--- src/shared/mux_seq_cfg_pkg.sv ---
/*
  Constants shared by the sequencer step configuration bank and its decoder:
  register addresses, field positions, reset words and source codes.
  Assumes an 8-bit register address space with 16-bit register words.
*/
`default_nettype none

package mux_seq_cfg_pkg;

   // Register map
   localparam logic [7:0] ADDR_STEP13 = 8'h9D; // Step 13 configuration word
   localparam logic [7:0] ADDR_STEP14 = 8'h9E; // Step 14 configuration word

   // Reset words
   localparam logic [15:0] RESET_STEP13 = 16'h000D; // Disabled, gain 1, ground, code 1101b
   localparam logic [15:0] RESET_STEP14 = 16'h000E; // Disabled, gain 1, ground, code 1110b

   // Field positions
   localparam int EN_BIT = 15;
   localparam int GAIN_HI = 14;
   localparam int GAIN_LO = 13;
   localparam int RSVD_HI = 12;
   localparam int RSVD_LO = 5;
   localparam int NEG_BIT = 4;
   localparam int POS_HI = 3;
   localparam int POS_LO = 0;

   // Bits that software may change; reserved bits stay zero
   localparam logic [15:0] WRITE_MASK = 16'hE01F;

   // Step numbers served by this bank
   localparam logic [3:0] STEP_A = 4'hD;
   localparam logic [3:0] STEP_B = 4'hE;

   // Gain field codes and the gain factors they select
   localparam logic [1:0] GAIN_CODE_X1 = 2'h0;
   localparam logic [1:0] GAIN_CODE_X2 = 2'h1;
   localparam logic [2:0] GAIN_X1 = 3'h1;
   localparam logic [2:0] GAIN_X2 = 3'h2;
   localparam logic [2:0] GAIN_X4 = 3'h4;

   // Positive selector codes for the last external input and internal sources
   localparam logic [3:0] POS_EXT_LAST = 4'h7; // External input seven
   localparam logic [3:0] POS_TEMP = 4'h8; // Temperature sensor
   localparam logic [3:0] POS_SHORT = 4'h9; // Internal short to ground
   localparam logic [3:0] POS_TEST_DAC = 4'hA; // Test DAC

   // Class of the positive source, as reported to the converter
   typedef enum logic [2:0] {
      SRC_EXTERNAL,
      SRC_TEMP,
      SRC_SHORT,
      SRC_TEST_DAC,
      SRC_SUPPLY
   } src_class_t;

endpackage : mux_seq_cfg_pkg

`default_nettype wire

--- src/rtl/step_cfg_decode.sv ---
/*
  Combinational decoder that turns one stored step configuration word
  into the gain factor and input selections used by the converter.
  Assumes the word already has its reserved bits cleared.
*/
`default_nettype none

module step_cfg_decode
   import mux_seq_cfg_pkg::*;
(
   input wire logic [15:0] cfg_word,
   output logic enable,
   output logic [2:0] gain_factor,
   output logic [3:0] pos_sel,
   output logic neg_ext7,
   output logic neg_auto,
   output src_class_t src_class
);

   // Field split and source decode
   always_comb begin
      enable = cfg_word[EN_BIT];
      pos_sel = cfg_word[POS_HI:POS_LO];
      // Gain: both upper codes fall back to four
      case (cfg_word[GAIN_HI:GAIN_LO])
         GAIN_CODE_X1: gain_factor = GAIN_X1;
         GAIN_CODE_X2: gain_factor = GAIN_X2;
         default: gain_factor = GAIN_X4;
      endcase
      // Every code above the last external input is internal
      neg_auto = (pos_sel > POS_EXT_LAST);
      // Negative select bit only counts for external positive inputs
      neg_ext7 = cfg_word[NEG_BIT] & ~neg_auto;
      // Unlisted internal codes are grouped as scaled supplies
      case (pos_sel)
         POS_TEMP: src_class = SRC_TEMP;
         POS_SHORT: src_class = SRC_SHORT;
         POS_TEST_DAC: src_class = SRC_TEST_DAC;
         default: src_class = neg_auto ? SRC_SUPPLY : SRC_EXTERNAL;
      endcase
   end

endmodule // step_cfg_decode

`default_nettype wire

--- src/rtl/mux_adc_seq_step_config.sv ---
/*
  Configuration bank for sequencer steps 13 and 14 of the auxiliary
  multiplexed converter, with a plain register port and a step request
  port from the sequencer engine.
  Assumes one clock, synchronous active-low reset, and a register master
  that never issues read and write strobes in the same cycle.
*/
// The strobed register port was decided locally.
`default_nettype none

// Summary of operation
// - Bit 15 enables step 13
// - Gain field: 1, 2, 4, 4
// - Bits 12:5 always read zero
// - Bit 4: ground or input seven
// - Positive codes 0-7 pick external inputs
// - Codes 8-15 internal, negative chosen automatically
// - Negative bit ignored for internal sources
// - Step 13 resets to 000Dh at 9Dh
module mux_adc_seq_step_config
   import mux_seq_cfg_pkg::*;
#(
   parameter int NUM_STEPS = 2 // Steps held by this bank
) (
   input wire logic clk,
   input wire logic rst_n,
   input wire logic [7:0] reg_addr,
   input wire logic [15:0] reg_wdata,
   input wire logic reg_wr,
   input wire logic reg_rd,
   output logic [15:0] reg_rdata,
   input wire logic seq_step_valid,
   input wire logic [3:0] seq_step_num,
   output logic conv_start,
   output logic step_skip,
   output logic [3:0] conv_step_num,
   output logic [2:0] conv_gain,
   output logic [3:0] conv_pos_sel,
   output logic conv_neg_ext7,
   output logic conv_neg_auto,
   output src_class_t conv_src_class
);

   // Per-step tables, indexed by slot
   localparam logic [7:0] SLOT_ADDR [NUM_STEPS] = '{ADDR_STEP13, ADDR_STEP14};
   localparam logic [15:0] SLOT_RESET [NUM_STEPS] = '{RESET_STEP13, RESET_STEP14};
   localparam logic [3:0] SLOT_STEP [NUM_STEPS] = '{STEP_A, STEP_B};

   // Stored configuration words, reserved bits held at zero
   logic [15:0] cfg_q [NUM_STEPS];
   logic [15:0] cfg_d [NUM_STEPS];

   // Decoded view of each slot
   logic [NUM_STEPS-1:0] dec_enable;
   logic [2:0] dec_gain [NUM_STEPS];
   logic [3:0] dec_pos [NUM_STEPS];
   logic [NUM_STEPS-1:0] dec_neg_ext7;
   logic [NUM_STEPS-1:0] dec_neg_auto;
   src_class_t dec_class [NUM_STEPS];

   // Address and step matches per slot
   logic [NUM_STEPS-1:0] addr_hit;
   logic [NUM_STEPS-1:0] step_hit;

   // Read data register
   logic [15:0] rdata_q;
   logic [15:0] rdata_d;

   // Converter command registers
   logic start_q, start_d;
   logic skip_q, skip_d;
   logic [3:0] stepn_q, stepn_d;
   logic [2:0] gain_q, gain_d;
   logic [3:0] pos_q, pos_d;
   logic neg7_q, neg7_d;
   logic auto_q, auto_d;
   src_class_t class_q, class_d;

   // One storage slot and decoder per step
   genvar s;
   generate
      for (s = 0; s < NUM_STEPS; s++) begin : g_slot
         // Address decode and masked write of this slot
         always_comb begin
            addr_hit[s] = (reg_addr == SLOT_ADDR[s]);
            step_hit[s] = (seq_step_num == SLOT_STEP[s]);
            cfg_d[s] = cfg_q[s];
            if (reg_wr && addr_hit[s]) begin
               // Reserved bits are forced to zero on every write
               cfg_d[s] = reg_wdata & WRITE_MASK;
            end
         end

         // Storage; reset word loaded on reset
         always_ff @(posedge clk) begin
            if (!rst_n) begin
               cfg_q[s] <= SLOT_RESET[s];
            end else begin
               cfg_q[s] <= cfg_d[s];
            end
         end

         // Field decode for the converter
         step_cfg_decode u_decode (
            .cfg_word(cfg_q[s]),
            .enable(dec_enable[s]),
            .gain_factor(dec_gain[s]),
            .pos_sel(dec_pos[s]),
            .neg_ext7(dec_neg_ext7[s]),
            .neg_auto(dec_neg_auto[s]),
            .src_class(dec_class[s])
         );
      end
   endgenerate

   // Read mux; unmapped addresses and idle cycles give zero
   always_comb begin
      rdata_d = 16'h0000;
      if (reg_rd) begin
         for (int i = 0; i < NUM_STEPS; i++) begin
            if (addr_hit[i]) begin
               rdata_d = cfg_q[i] & WRITE_MASK;
            end
         end
      end
   end

   // Read data stands only in the cycle after the strobe
   always_ff @(posedge clk) begin
      if (!rst_n) begin
         rdata_q <= 16'h0000;
      end else begin
         rdata_q <= rdata_d;
      end
   end

   // Step request handling; the word stored before this edge is used,
   // so a write in the same cycle only affects the next request
   always_comb begin
      start_d = 1'b0;
      skip_d = 1'b0;
      stepn_d = stepn_q;
      gain_d = gain_q;
      pos_d = pos_q;
      neg7_d = neg7_q;
      auto_d = auto_q;
      class_d = class_q;
      if (seq_step_valid) begin
         for (int i = 0; i < NUM_STEPS; i++) begin
            if (step_hit[i]) begin
               stepn_d = seq_step_num;
               if (dec_enable[i]) begin
                  // Enabled: launch with the stored selections
                  start_d = 1'b1;
                  gain_d = dec_gain[i];
                  pos_d = dec_pos[i];
                  neg7_d = dec_neg_ext7[i];
                  auto_d = dec_neg_auto[i];
                  class_d = dec_class[i];
               end else begin
                  // Disabled: tell the engine to move on
                  skip_d = 1'b1;
               end
            end
         end
      end
   end

   // Command registers; selections hold until the next launch
   always_ff @(posedge clk) begin
      if (!rst_n) begin
         start_q <= 1'b0;
         skip_q <= 1'b0;
         stepn_q <= 4'h0;
         gain_q <= GAIN_X1;
         pos_q <= 4'h0;
         neg7_q <= 1'b0;
         auto_q <= 1'b0;
         class_q <= SRC_EXTERNAL;
      end else begin
         start_q <= start_d;
         skip_q <= skip_d;
         stepn_q <= stepn_d;
         gain_q <= gain_d;
         pos_q <= pos_d;
         neg7_q <= neg7_d;
         auto_q <= auto_d;
         class_q <= class_d;
      end
   end

   // Outputs straight from flip-flops
   assign reg_rdata = rdata_q;
   assign conv_start = start_q;
   assign step_skip = skip_q;
   assign conv_step_num = stepn_q;
   assign conv_gain = gain_q;
   assign conv_pos_sel = pos_q;
   assign conv_neg_ext7 = neg7_q;
   assign conv_neg_auto = auto_q;
   assign conv_src_class = class_q;

   // Reserved bits of step 13 never read back as ones
   chk_reserved_zero: assert property (
      @(posedge clk) disable iff (!rst_n)
      (reg_rd && reg_addr == ADDR_STEP13) |=> (reg_rdata[RSVD_HI:RSVD_LO] == 8'h00))
      else $error("reserved bits read nonzero");

   // First read after reset returns the reset word
   chk_reset_word: assert property (
      @(posedge clk)
      (!rst_n ##1 (rst_n && reg_rd && reg_addr == ADDR_STEP13))
      |=> (reg_rdata == RESET_STEP13))
      else $error("step 13 reset word wrong");

   // Written value reads back with reserved bits cleared
   chk_write_readback: assert property (
      @(posedge clk) disable iff (!rst_n)
      (reg_wr && reg_addr == ADDR_STEP13) ##1 (reg_rd && reg_addr == ADDR_STEP13)
      |=> (reg_rdata == ($past(reg_wdata, 2) & WRITE_MASK)))
      else $error("step 13 readback mismatch");

   // Enabled step 13 launches a conversion next cycle
   chk_enabled_start: assert property (
      @(posedge clk) disable iff (!rst_n)
      (seq_step_valid && seq_step_num == STEP_A && cfg_q[0][EN_BIT])
      |=> (conv_start && !step_skip && conv_step_num == STEP_A))
      else $error("enabled step did not start");

   // Disabled step 13 is skipped, no conversion
   chk_disabled_skip: assert property (
      @(posedge clk) disable iff (!rst_n)
      (seq_step_valid && seq_step_num == STEP_A && !cfg_q[0][EN_BIT])
      |=> (step_skip && !conv_start))
      else $error("disabled step not skipped");

   // Gain follows the stored field: 1, 2, else 4
   chk_gain_map: assert property (
      @(posedge clk) disable iff (!rst_n)
      (seq_step_valid && seq_step_num == STEP_A && cfg_q[0][EN_BIT])
      |=> (conv_gain == (($past(cfg_q[0][GAIN_HI:GAIN_LO]) == 2'h0) ? 3'h1 :
                         ($past(cfg_q[0][GAIN_HI:GAIN_LO]) == 2'h1) ? 3'h2 : 3'h4)))
      else $error("gain mapping wrong");

   // Internal sources never route input seven to the negative side
   chk_neg_ignored: assert property (
      @(posedge clk) disable iff (!rst_n)
      (conv_start && conv_pos_sel[3]) |-> (conv_neg_auto && !conv_neg_ext7))
      else $error("negative bit honoured for internal source");

   // External positive codes carry the stored negative bit
   chk_neg_external: assert property (
      @(posedge clk) disable iff (!rst_n)
      (seq_step_valid && seq_step_num == STEP_A && cfg_q[0][EN_BIT] && !cfg_q[0][3])
      |=> (!conv_neg_auto && conv_neg_ext7 == $past(cfg_q[0][NEG_BIT])))
      else $error("negative select not applied");

   // Positive code passes unchanged; internal codes flagged
   chk_pos_pass: assert property (
      @(posedge clk) disable iff (!rst_n)
      (seq_step_valid && seq_step_num == STEP_A && cfg_q[0][EN_BIT])
      |=> (conv_pos_sel == $past(cfg_q[0][POS_HI:POS_LO])
           && conv_neg_auto == $past(cfg_q[0][3])))
      else $error("positive select wrong");

   // Launch only comes in the cycle after a step request
   chk_start_pulse: assert property (
      @(posedge clk) disable iff (!rst_n)
      (conv_start && !$past(seq_step_valid)) |-> 1'b0)
      else $error("start without a request");

endmodule // mux_adc_seq_step_config

`default_nettype wire

--- config.mk ---
export PLATFORM = sky130hd
export DESIGN_NAME = mux_adc_seq_step_config
export DESIGN_NICKNAME = d
export VERILOG_FILES = /design/src/shared/mux_seq_cfg_pkg.sv /design/src/rtl/step_cfg_decode.sv /design/src/rtl/mux_adc_seq_step_config.sv
export SDC_FILE = /design/constraint.sdc
export NUM_CORES = 1
export LEC_CHECK = 0
export BUFFER_PORTS_ARGS = -buffer_cell sky130_fd_sc_hd__buf_2
export CORE_MARGIN = 2
export CORE_UTILIZATION = 44
export CTS_CLUSTER_SIZE = 8
export DETAILED_ROUTE_END_ITERATION = 8
export PLACE_DENSITY = 0.84
export REMOVE_ABC_BUFFERS = 1
export SYNTH_ARGS = -nofsm -noshare
export SYNTH_HDL_FRONTEND = slang
export SYNTH_SLANG_ARGS = --single-unit
export TNS_END_PERCENT = 30
--- constraint.sdc ---
create_clock -name clk -period 1.3 [get_ports clk]
set_input_delay 0.13 -clock clk [delete_from_list [all_inputs] [get_ports clk]]
set_output_delay 0.13 -clock clk [all_outputs]
set_load 0.02 [all_outputs]
# Yosys cells after proc, flatten, opt, wreduce, memory -nomap -nowiden
# Memories as Yosys holds them, arrays and structs flattened.
# Cells that the tools add are included.
# classes
n_reduce_logical	9
muxes	44
n_bitwise	8
magnitude_cmp	2
eq_ne	12
# op_table
op	count
16-bit 2-to-1 mux	6
4-bit == test (second input constant)	8
3-bit 2-to-1 mux	10
4-bit 2-to-1 mux	6
1-bit 2-to-1 mux	18
3-bit case mux with 3 select lines	2
8-bit == test (second input constant)	2
3-bit case mux with 2 select lines	2
4-bit by 3-bit greater-than comparator with 1-bit output (second input constant)	2
2-bit AND reduction	3
2-bit by 1-bit == test with 1-bit output (second input constant)	2
2-bit zero test	2
1-bit inverter	4
3-bit OR reduction	1
1-bit AND	2
1-bit logical AND	2
1-bit OR	2
2-bit nonzero test	1
# totals
word_cells	86
mem_count	1
ram_bits	32
regBits	34
output_inout_bits	34
# memory_table
memory	words	word_bits	read_ports	rd_clocked_by_memory_dff	write_ports	line	text
cfg_q	2	16	2	0	2	mux_adc_seq_step_config.sv:50	logic [15:0] cfg_q [NUM_STEPS];

# Longest topological paths before layout
# Gate-level depths: netlist of the first run.
# depth
ltp_word	7
depth_mapped	5

# Modules after synthesis
# From an unflattened synthesis of the first run, not the netlist that was laid out.
# unflattened
hier_cells	236
area_unflattened_um2	2147.1
# by_module_without_submodules
mod	cells_per_inst	area_each_um2	instances
mux_adc_seq_step_config	204	1956.9	1
step_cfg_decode	16	95.1	2

# Worst setup path after synthesis of the first run
# OpenSTA, ideal clock, no wires.
# synth_path
path_type	reg2reg
from	memory cfg_q[1][15]
to	register class_q[0] (netlist: conv_src_class[0])
t_arrival_ps	1215
period_less_slack_ps	1350
slack_ps	-50
stages_incl_launch_ff	6
path_buffers	1
path_cell_list	dfxtp_1 > inv_1 > or3_4 > buf_2 > o22ai_1 > a22oi_2
# synth_lines
item	line	text
start: declaration	mux_adc_seq_step_config.sv:50	
end signal: assignment	mux_adc_seq_step_config.sv:188	class_q <= class_d;
end: declaration	mux_adc_seq_step_config.sv:77	src_class_t class_q, class_d;

==> impl_results.md, run 1 <==
- Synth cell types: 37
- Initial antenna violation count: 0
- Routed vias: 1678
- Chip Width: 68.15 um
- Async SR Flop Fraction: 0%
- Pin count of the biggest net entering global routing: 21
- Ports: 67
- Rows: 23
- Fin. Hold Viols: 0
- Post-DR vias/cell: 5.244
- CTS Buf Count: 5
- Crit path max fanout: 11
- Status: finished, violations left
- CP Launch Type: register
- CP arrival: 1.54 ns
- Worst hold slack: around 0.07 ns
- H-tree lvl count: 2
- Syn Inst Count: 206
- Yosys warns: 0
- Peak VDD IR: 0.0006380 V
- Root buf cell: clkbuf_8
- Number of synthesized flops with an enable pin: 0
- Failing checks: setup timing
- Area growth syn-to-layout: 32.14%
- Final worst path period share: 103.7%
- #FFs+latches synth: 42
- Clock buffer depth: 2
- Layout Cell Area excl Fill: 2392 um^2
- Final setup vio count: 3
- HP Class: in -> reg
- Max Fclk: 741.9 MHz
- Grt ovf: 0
- Sequential share of the synthesized area: between 40% and 50%
- Unrepaired setup endpoints after global routing: yes
- Buffers on Ports: 50
- CTS hold repair buffers: 0
- RD Place Congestion: 0.8719
- Router iterations before antenna repair: 4
- DRT Wirelength: 4.369 mm
- Worst EP required: 1.50 ns
- Gr usage total: between 10% and 20%
- WL per Instance: 13.65 um
- Clock transition at path regs: 0.08 ns
- Clk sinks: 42
- Clock period minus worst slack: between 1 and 1.5 ns
- Worst Setup Path Type: reg -> reg
- Ant diodes: 0
- Placed instance area: between 2000 and 2500 um^2
- Commonest non-fill, non-tap cell in the layout: buf_2
- Antenna viol nets, final: 0
- Pre-CTS setup slack: -0.1302 ns
- Skew final: ~0.0072 ns
- CTS tree: built
- Main synth FF type: dfxtp_1
- Share of cells above drive strength 1: between 30% and 40%
- Die outline height: 68.15 um
- Synth Area per Inst: 8.789 um^2
- Slew Viols, Final: 0
- Setup ws final: -0.04781 ns
- Power Density: 1037 nW/um^2
- Commonest cells after routing, fill and taps aside: buf_2, dfxtp_1, nand2_1, a22oi_1, buf_4
- Clk_lat worst skew: approximately 0.30 ns
- First-pass GRT wire length: around 6.8 mm
- Delay of the slowest cell on the worst path: between 0.3 and 0.4 ns
- Remaining routing DRC violations: 0
- Core area: slightly below 4000 um^2
- Vias in the first global route: 1450
- Nets@finish: 302
- Worst Path Buf+Inv: 1
- CP max-delay cell: or3_4
- Max_cap viols: 0
- HPWL after DPL: 2.994 mm
- Post-Synthesis Cell Area: approximately 1800 um^2
- Starting Density: 45.59%
- Delay-heaviest family, CP: compound AO/OA/AOI/OAI gates
- Crit. End Element: register
- Initial DRC Count: 190
- CP Cell Sequence: inv_2, or3_4, a21o_4, a22o_1
- Die area: 4644 um^2
- Pleak: roughly 1.1 nW
worst reg2reg max path, stage by stage (launching register included):
cell and delay, ns:
dfxtp_2 0.34, inv_2 0.04, or3_4 0.38, a21o_4 0.29, a22o_1 0.21
registers in the layout, summed over array words and instances, names as in the netlist:
register and flops:
conv_gain 3, conv_neg_ext7 1, conv_pos_sel 4, step_skip 1
conv_neg_auto 1, conv_start 1, cfg_q 16, reg_rdata 8
conv_step_num 4, conv_src_class 3
path summary, 6_finish.rpt:
check | start | end | slack [ns] | cells after the start
setup reg to reg | cfg_q[0][15]$_SDFFE_PN0P_ | conv_gain[0]$_SDFFE_PN1P_ | -0.05 | 4
setup / recovery | cfg_q[0][15]$_SDFFE_PN0P_ | conv_gain[0]$_SDFFE_PN1P_ | -0.05 | 4
hold / removal | reg_wdata[0] | cfg_q[0][0]$_SDFFE_PN1P_ | 0.07 | 3
hold reg to reg | conv_pos_sel[3]$_SDFFE_PN0P_ | conv_pos_sel[3]$_SDFFE_PN0P_ | 0.45 | 2
cells in the mapped netlist (2+ instances only):
| cell | n | area, um^2 |
|---|---|---|
| nand2b_1 | 6 | 37.54 |
| o21ai_0 | 14 | 70.07 |
| nor2b_1 | 9 | 56.30 |
| nor2_1 | 13 | 48.80 |
| nand4_1 | 2 | 12.51 |
| dfxtp_1 | 42 | 840.8 |
| mux2i_1 | 6 | 60.06 |
| o22ai_1 | 9 | 56.30 |
| o21a_1 | 2 | 15.01 |
| a21oi_1 | 5 | 25.02 |
| clkbuf_1 | 8 | 30.03 |
| inv_1 | 6 | 22.52 |
| buf_4 | 8 | 60.06 |
| xnor2_1 | 2 | 17.52 |
| nand3_1 | 11 | 55.05 |
| a22oi_1 | 16 | 120.1 |
| or3_4 | 2 | 22.52 |
| and3_1 | 2 | 12.51 |
| nand2_1 | 24 | 90.09 |
| buf_2 | 2 | 10.01 |
what timing repair did:
item | CTS | global route
pin swaps | 1 | 2
buffers inserted | 0 | 0
hold endpoints to repair | 0 | 0
resized for setup | 10 | 11
gates cloned | 1 | 0
setup endpoints to repair | 12 | 12
stage by stage:
stage,TNS [ns],power (mW),std cells,utilization [%]
5_1_grt,-0.5546,2.560,320,60.24
4_1_cts,-0.3810,2.482,320,59.23
2_1_floorplan,-0.4407,1.390,193,-
3_5_place_dp,-0.7306,1.491,311,54.63
6_report,-0.1263,2.481,320,60.24
3_3_place_gp,-0.4273,1.487,311,54.63
layout make-up:
class                      count  area [um^2]
inverter                       6        22.52
clock inverter                 1        30.03
clock buffer                   7        76.32
multi-input combinational    145        924.6
fill                         345         1579
timing repair buffer          69        432.9
tap                           50        62.56
sequential                    42        843.3
cells by family (layout without fill, tap and decap cells):
logic type             after synthesis  count (layout)  synth area share (%)
AO/OA/AOI/OAI                       55              55                 20.66
AND/OR/NAND/NOR                     74              74                 20.80
buffers and inverters               26              83                 7.602
other                                1               8                0.2071
XOR/XNOR                             2               2                0.9677
flip-flops                          42              42                 46.44
multiplexers                         6               6                 3.317
where the power goes:
| part | internal (mW) | switching (mW) |
|---|---|---|
| Clock | 0.575 | 0.441 |
| Combinational | 0.0666 | 0.103 |
| Sequential | 1.29 | 0.00365 |
routing by layer:
layer | global-route usage (%) | vias to the layer above | share of wire, %
li1 | - | 834 | -
met4 | 6.750 | 0 | 1.4
met2 | 33.37 | 60 | 50
met3 | 4.276 | 7 | 6.3
met5 | 0 | - | 0
met1 | 24.90 | 777 | 42
(Power assumes the default switching activity.)
==> inputs of run 2 (changes only) <==
CAP_MARGIN = 0   (was unset)
RECOVER_POWER = 100   (was unset)
==> impl_results.md, run 2 (synthesis gave the netlist of run 1 again) <==
- Post-DR vias/cell: 5.228 (-0.30%)
- CP Cell Sequence: inv_2, or3_4, a21o_4, a22o_1
- Starting Density: 45.59% (unchanged)
- CP Launch Type: register
- Initial antenna violation count: 0 (unchanged)
- RD Place Congestion: 0.8719 (unchanged)
- Die area: 4644 um^2 (unchanged)
- Slew Viols, Final: 0 (unchanged)
- Power Density: 1055 nW/um^2 (+1.8%)
- Unrepaired setup endpoints after global routing: yes
- H-tree lvl count: 2 (unchanged)
- Failing checks: setup timing
- CTS tree: built
- Pleak: 1.011 nW (-11%)
- Remaining routing DRC violations: 0 (unchanged)
- Die outline height: 68.15 um (unchanged)
- Layout fillers: 362 (+4.9%)
- Delay-heaviest family, CP: compound AO/OA/AOI/OAI gates
- Grt ovf: 0 (unchanged)
- Worst Setup Path Type: reg -> reg
- Chip Width: 68.15 um (unchanged)
- Delay of the slowest cell on the worst path: 0.38 ns (about the same)
- Root buf cell: clkbuf_8
- Max_cap viols: 0 (unchanged)
- R2r setup slk: -0.05 ns (about the same)
- HP Class: in -> reg
- Fin. Hold Viols: 0 (unchanged)
- Max FFs per register: 16 (unchanged)
- Met3 wire length: 281 um (+2.6%)
- Seq. cell area: 843.3 um^2 (unchanged)
- Status: finished, violations left
- Final cell count without fillers: 320 (unchanged)
- Core area: 3971 um^2 (unchanged)
- CP arrival: 1.54 ns (about the same)
- Share of cells above drive strength 1: 24.81% (-11 points)
- Clock buffer depth: 2 (unchanged)
- Vias in the first global route: 1450 (unchanged)
- Slew headroom: 59.34%
- Routed vias: 1673 (-0.30%)
- Largest Register: cfg_q
- Clk_lat worst skew: 0.30 ns (about the same)
- Multi-input gate area: 924.6 um^2 (unchanged)
- Max Fclk: 742.0 MHz (about the same)
- WL per Instance: 13.67 um (+0.14%)
- HPWL after DPL: 2.994 mm (unchanged)
- Crit path max fanout: 11 (unchanged)
- Gr usage total: 19.79% (unchanged)
- Placed cell count: 311 (unchanged)
- DRT Wirelength: 4.375 mm (+0.14%)
- Met2 WL: 2.192 mm (+0.64%)
- Clock transition at path regs: 0.08 ns (about the same)
- Skew final: 0.006509 ns (-0.0006959 ns)
- Clk sinks: 42 (unchanged)
- Worst EP required: 1.49 ns (about the same)
- Pin count of the biggest net entering global routing: 21 (unchanged)
- Rows: 23 (unchanged)
- Crit. End Element: register
- Buffers on Ports: 50 (unchanged)
- CP max-delay cell: or3_4
- Ant diodes: 0 (unchanged)
- Area growth syn-to-layout: 29.58%
- Max layer used: met4
- Met1 WL: 1.841 mm (-0.81%)
- CTS hold repair buffers: 0 (unchanged)
- First-pass GRT wire length: 6.775 mm (unchanged)
- Antenna viol nets, final: 0 (unchanged)
- Commonest non-fill, non-tap cell in the layout: dfxtp_1
- Initial DRC Count: 212 (+12%)
- Worst Path Buf+Inv: 1 (unchanged)
- Final worst path period share: 103.7% (about the same)
- Peak VDD IR: 0.0006378 V (about the same)
- Worst-margin pin slew: 0.6099 ns
- Clock period minus worst slack: 1.348 ns (-0.00004000 ns)
- Router iterations before antenna repair: 4 (unchanged)
- Ports: 67 (unchanged)
- Nets@finish: 302 (unchanged)
- Worst hold slack: 0.06599 ns (-0.003839 ns)
- CTS Buf Count: 5 (unchanged)
- Final setup vio count: 3 (unchanged)
- Setup ws final: -0.04777 ns (+0.00004000 ns)
- Commonest cells after routing, fill and taps aside: dfxtp_1, clkbuf_1, nand2_1, buf_2, a22oi_1
[run 2: cell count changes in the layout (fill, tap and decap cells not counted), sizes merged]
cell    before  now
buf         69   39
clkbuf       7   37
[run 2: worst min-delay path, delay by kind of cell]
| family | cells | cell delay (ns) |
|---|---|---|
| buffers and inverters | 1 | 0.09 |
| AND/OR/NAND/NOR | 1 | 0.06 |
| multiplexers | 1 | 0.06 |
[run 2: stage by stage]
stage	worst slack (ns)	util [%]	TNS (ns)	instance area [um^2]	total power, mW
6_report	-0.04777	59.07	-0.1285	2346	2.475
5_1_grt	-0.08923	59.07	-0.5546	2346	2.558
4_1_cts	-0.05414	59.23	-0.3810	2352	2.482
3_5_place_dp	-0.1302	54.63	-0.7306	2170	1.491
3_3_place_gp	-0.09543	54.63	-0.4273	2170	1.487
2_1_floorplan	-0.1286	-	-0.4407	1722	1.390
[run 2: worst paths after layout]
| check | start | cells after the start | to |
|---|---|---|---|
| worst max-delay path | cfg_q[0][15]$_SDFFE_PN0P_ | 4 | conv_gain[0]$_SDFFE_PN1P_ |
| worst min-delay path | reg_wdata[0] | 3 | cfg_q[0][0]$_SDFFE_PN1P_ |
| worst max register to register | cfg_q[0][15]$_SDFFE_PN0P_ | 4 | conv_gain[0]$_SDFFE_PN1P_ |
| worst min register to register | conv_pos_sel[3]$_SDFFE_PN0P_ | 2 | conv_pos_sel[3]$_SDFFE_PN0P_ |
[run 2: area by class of cell]
| type | instances | area share [%] |
|---|---|---|
| multi-input cells | 145 | 39.41 |
| flip-flops and latches | 42 | 35.95 |
| repair buffers | 69 | 16.48 |
| clock buffers | 7 | 3.253 |
| well taps | 50 | 2.667 |
| clock inverters | 1 | 1.280 |
| inverters | 6 | 0.9600 |
[run 2: where the power goes]
group	internal (mW)	switching [mW]	total, mW	leakage, nW
clock	0.575	0.438	1.01	0.0524
sequential	1.29	0.00376	1.30	0.340
combinational	0.0647	0.103	0.168	0.619
[run 2: routing by layer]
layer / GRT usage [%] / up-vias
met3: 4.276 / 7
met1: 24.90 / 773
met2: 33.37 / 59
li1: - / 834
met5: 0 / -
met4: 6.750 / 0
[run 2: timing repair]
action,in CTS,in global routing
pin swaps,1,2
endpoints found under the hold margin,0,0
setup buffers,0,0
gates resized for setup,10,11
gates cloned,1,0
endpoints found under the setup margin,12,12
==> inputs of run 3 (changes only) <==
CELL_PAD_IN_SITES_DETAIL_PLACEMENT = 1   (was unset)
CELL_PAD_IN_SITES_GLOBAL_PLACEMENT = 1   (was unset)
CORE_UTILIZATION = 32   (was 44)
==> impl_results.md, run 3 (synthesis gave the netlist of run 1 again) <==
- Layout fillers: 686 (+90%)
- Post-DR vias/cell: 4.983 (-4.7%)
- Ant diodes: 0 (unchanged)
- Crit path max fanout: 6 (-5)
- Largest Register: cfg_q
- Power Density: 1016 nW/um^2 (-3.7%)
- Pin count of the biggest net entering global routing: 39 (+86%)
- Setup ws final: -0.04225 ns (+0.005523 ns)
- Hold depth: 3 (unchanged)
- GR Util met2: 31.78% (-1.6 points)
- Max_cap viols: 0 (unchanged)
- Starting Density: 33.08% (-13 points)
- Placed instance area: 2210 um^2 (+1.8%)
- CTS hold repair buffers: 0 (unchanged)
- DRT Wirelength: 5.271 mm (+20%)
- Fin. Hold Viols: 0 (unchanged)
- Total power: 2.497 mW (+0.89%)
- Worst EP required: 1.55 ns (+0.06 ns)
- Final setup vio count: 8 (+5)
- Worst r2r src: cfg_q[0][15]$_SDFFE_PN0P_
- Clk_lat worst skew: 0.30 ns (about the same)
- Worst Setup Path Type: reg -> reg
- Number of setup buffers added after CTS: 0 (unchanged)
- Layout Cell Area excl Fill: 2457 um^2 (+4.7%)
- Internal Pwr Total: 1.928 mW (-0.13%)
- Net Sw Frac: 22.79% (+0.79 points)
- R2R depth: 5 (+1)
- First-pass GRT wire length: 8.838 mm (+30%)
- Grt met1 use: 22.54% (-2.4 points)
- GRT met3 Usage: 4.318% (+0.042 points)
- Flop pwr share: 51.8% (-0.5 points)
- CTS tree: built
- Initial DRC Count: 79 (-63%)
- R2r endpoint: conv_gain[0]$_SDFFE_PN1P_
- H-tree lvl count: 2 (unchanged)
- Commonest non-fill, non-tap cell in the layout: dfxtp_1
- Seq. cell area: 843.3 um^2 (unchanged)
- Placed cell count: 333 (+7.1%)
- Grt ovf: 0 (unchanged)
- Commonest cells after routing, fill and taps aside: dfxtp_1, clkbuf_1, buf_2, nand2_1
- Buffers on Ports: 50 (unchanged)
- HPWL after DPL: 3.486 mm (+16%)
- Ports: 67 (unchanged)
- Gr usage total: 18.32% (-1.5 points)
- R2r setup slk: -0.04 ns (about the same)
- Clock period minus worst slack: 1.342 ns (-0.005523 ns)
- Min-Delay Endpoint: cfg_q[1][2]$_SDFFE_PN1P_
- Most Used Layer, Global Route: met2
- Root buf cell: clkbuf_8
- Die area: 6276 um^2 (+35%)
- Vias in the first global route: 1817 (+25%)
- Multi-input gate area: 968.4 um^2 (+4.7%)
- Area growth syn-to-layout: 35.73%
- Final worst path period share: 103.2% (-0.42 points)
- Routed vias: 1714 (+2.5%)
- Pre-CTS setup slack: -0.1448 ns (-0.01461 ns)
- Slew Viols, Final: 0 (unchanged)
- CP Launch Type: register
- WL per Instance: 15.32 um (+12%)
- Pleak: 1.037 nW (+2.5%)
- Remaining routing DRC violations: 0 (unchanged)
- Clock buffer depth: 2 (unchanged)
- Antenna viol nets, final: 0 (unchanged)
- Sw power: 0.5691 mW (+4.5%)
- Max FFs per register: 16 (unchanged)
- Unrepaired setup endpoints after global routing: yes
- HP Class: in -> reg
- Failing checks: setup timing
- Clk sinks: 42 (unchanged)
- Max Fclk: 745.0 MHz (+0.41%)
- Combinational Power Share: 7.2% (+0.4 points)
- Status: finished, violations left
- Share of cells above drive strength 1: 27.94% (+3.1 points)
- Clock transition at path regs: 0.08 ns (about the same)
- Rows: 27 (+17%)
- Clk pwr share: 40.9% (about the same)
- CTS Buf Count: 5 (unchanged)
- Die outline height: 79.22 um (+16%)
- Chip Width: 79.22 um (+16%)
- CP arrival: 1.59 ns (+0.05 ns)
- Crit. End Element: register
- Worst hold slack: 0.06678 ns (+0.0007891 ns)
- Peak VDD IR: 0.0006268 V (-1.7%)
- Final Core Density: 44.90% (-14 points)
- HP Start: reg_wdata[2]
- Skew final: 0.007389 ns (+0.0008801 ns)
- RD Place Congestion: 0.7782 (-11%)
- Initial antenna violation count: 0 (unchanged)
- Final TNS setup: -0.1827 ns (-0.05418 ns)
- Nets@finish: 304 (+0.66%)
- Router iterations before antenna repair: 4 (unchanged)
- Core area: 5473 um^2 (+38%)
- Final cell count without fillers: 344 (+7.5%)
==> run 3: cell count changes in the layout (fill, tap and decap cells not counted), sizes merged <==
cell	before	now
clkbuf	37	35
buf	39	40
clkinv	0	2
a21o	1	2
==> run 3: power by group through the flow <==
stage / Combinational (mW) / Sequential, mW / Clock (mW)
after global routing: 0.200 / 1.30 / 1.11
after detailed placement: 0.178 / 1.33 / 0
after floorplan: 0.0583 / 1.33 / 0
after CTS: 0.182 / 1.29 / 1.05
final: 0.181 / 1.29 / 1.02
after global placement: 0.172 / 1.32 / 0
==> run 3: routing by layer <==
layer,vias to the layer above,routed length (um)
li1,840,-
met1,823,2293
met2,45,2649
met3,6,274
met4,0,53
met5,-,0
==> run 3: worst max-delay path by stage <==
stage	start	to	cells past startpoint
2_1_floorplan	cfg_q[0][15]$_SDFFE_PN0P_	conv_gain[0]$_SDFFE_PN1P_	4
3_3_place_gp	seq_step_num[0]	conv_gain[0]$_SDFFE_PN1P_	5
3_5_place_dp	seq_step_num[0]	conv_gain[0]$_SDFFE_PN1P_	5
4_1_cts	cfg_q[1][15]$_SDFFE_PN0P_	conv_gain[0]$_SDFFE_PN1P_	4
5_1_grt	cfg_q[0][15]$_SDFFE_PN0P_	conv_gain[0]$_SDFFE_PN1P_	5
6_report	cfg_q[0][15]$_SDFFE_PN0P_	conv_gain[0]$_SDFFE_PN1P_	5
==> run 3: repair_timing <==
| action | CTS | global route |
|---|---|---|
| gates resized for setup | 18 | 10 |
| cloned | 3 | 0 |
| pin swaps | 6 | 6 |
| setup endpoints to repair | 13 | 13 |
==> run 3: layout make-up <==
class	instances	share of cell area (%)
clock buffer	5	2.800
clock inverter	3	1.629
sequential	42	34.32
multi-input combinational	146	39.41
timing repair buffer	70	17.26
inverter	6	0.9165
tap	72	3.666
==> run 3: critical path, cell delays in order, from the launching register on <==
cell	delay, ns
dfxtp_2	0.34
inv_2	0.03
or3_4	0.38
buf_8	0.17
o32ai_2	0.21
a22o_1	0.17
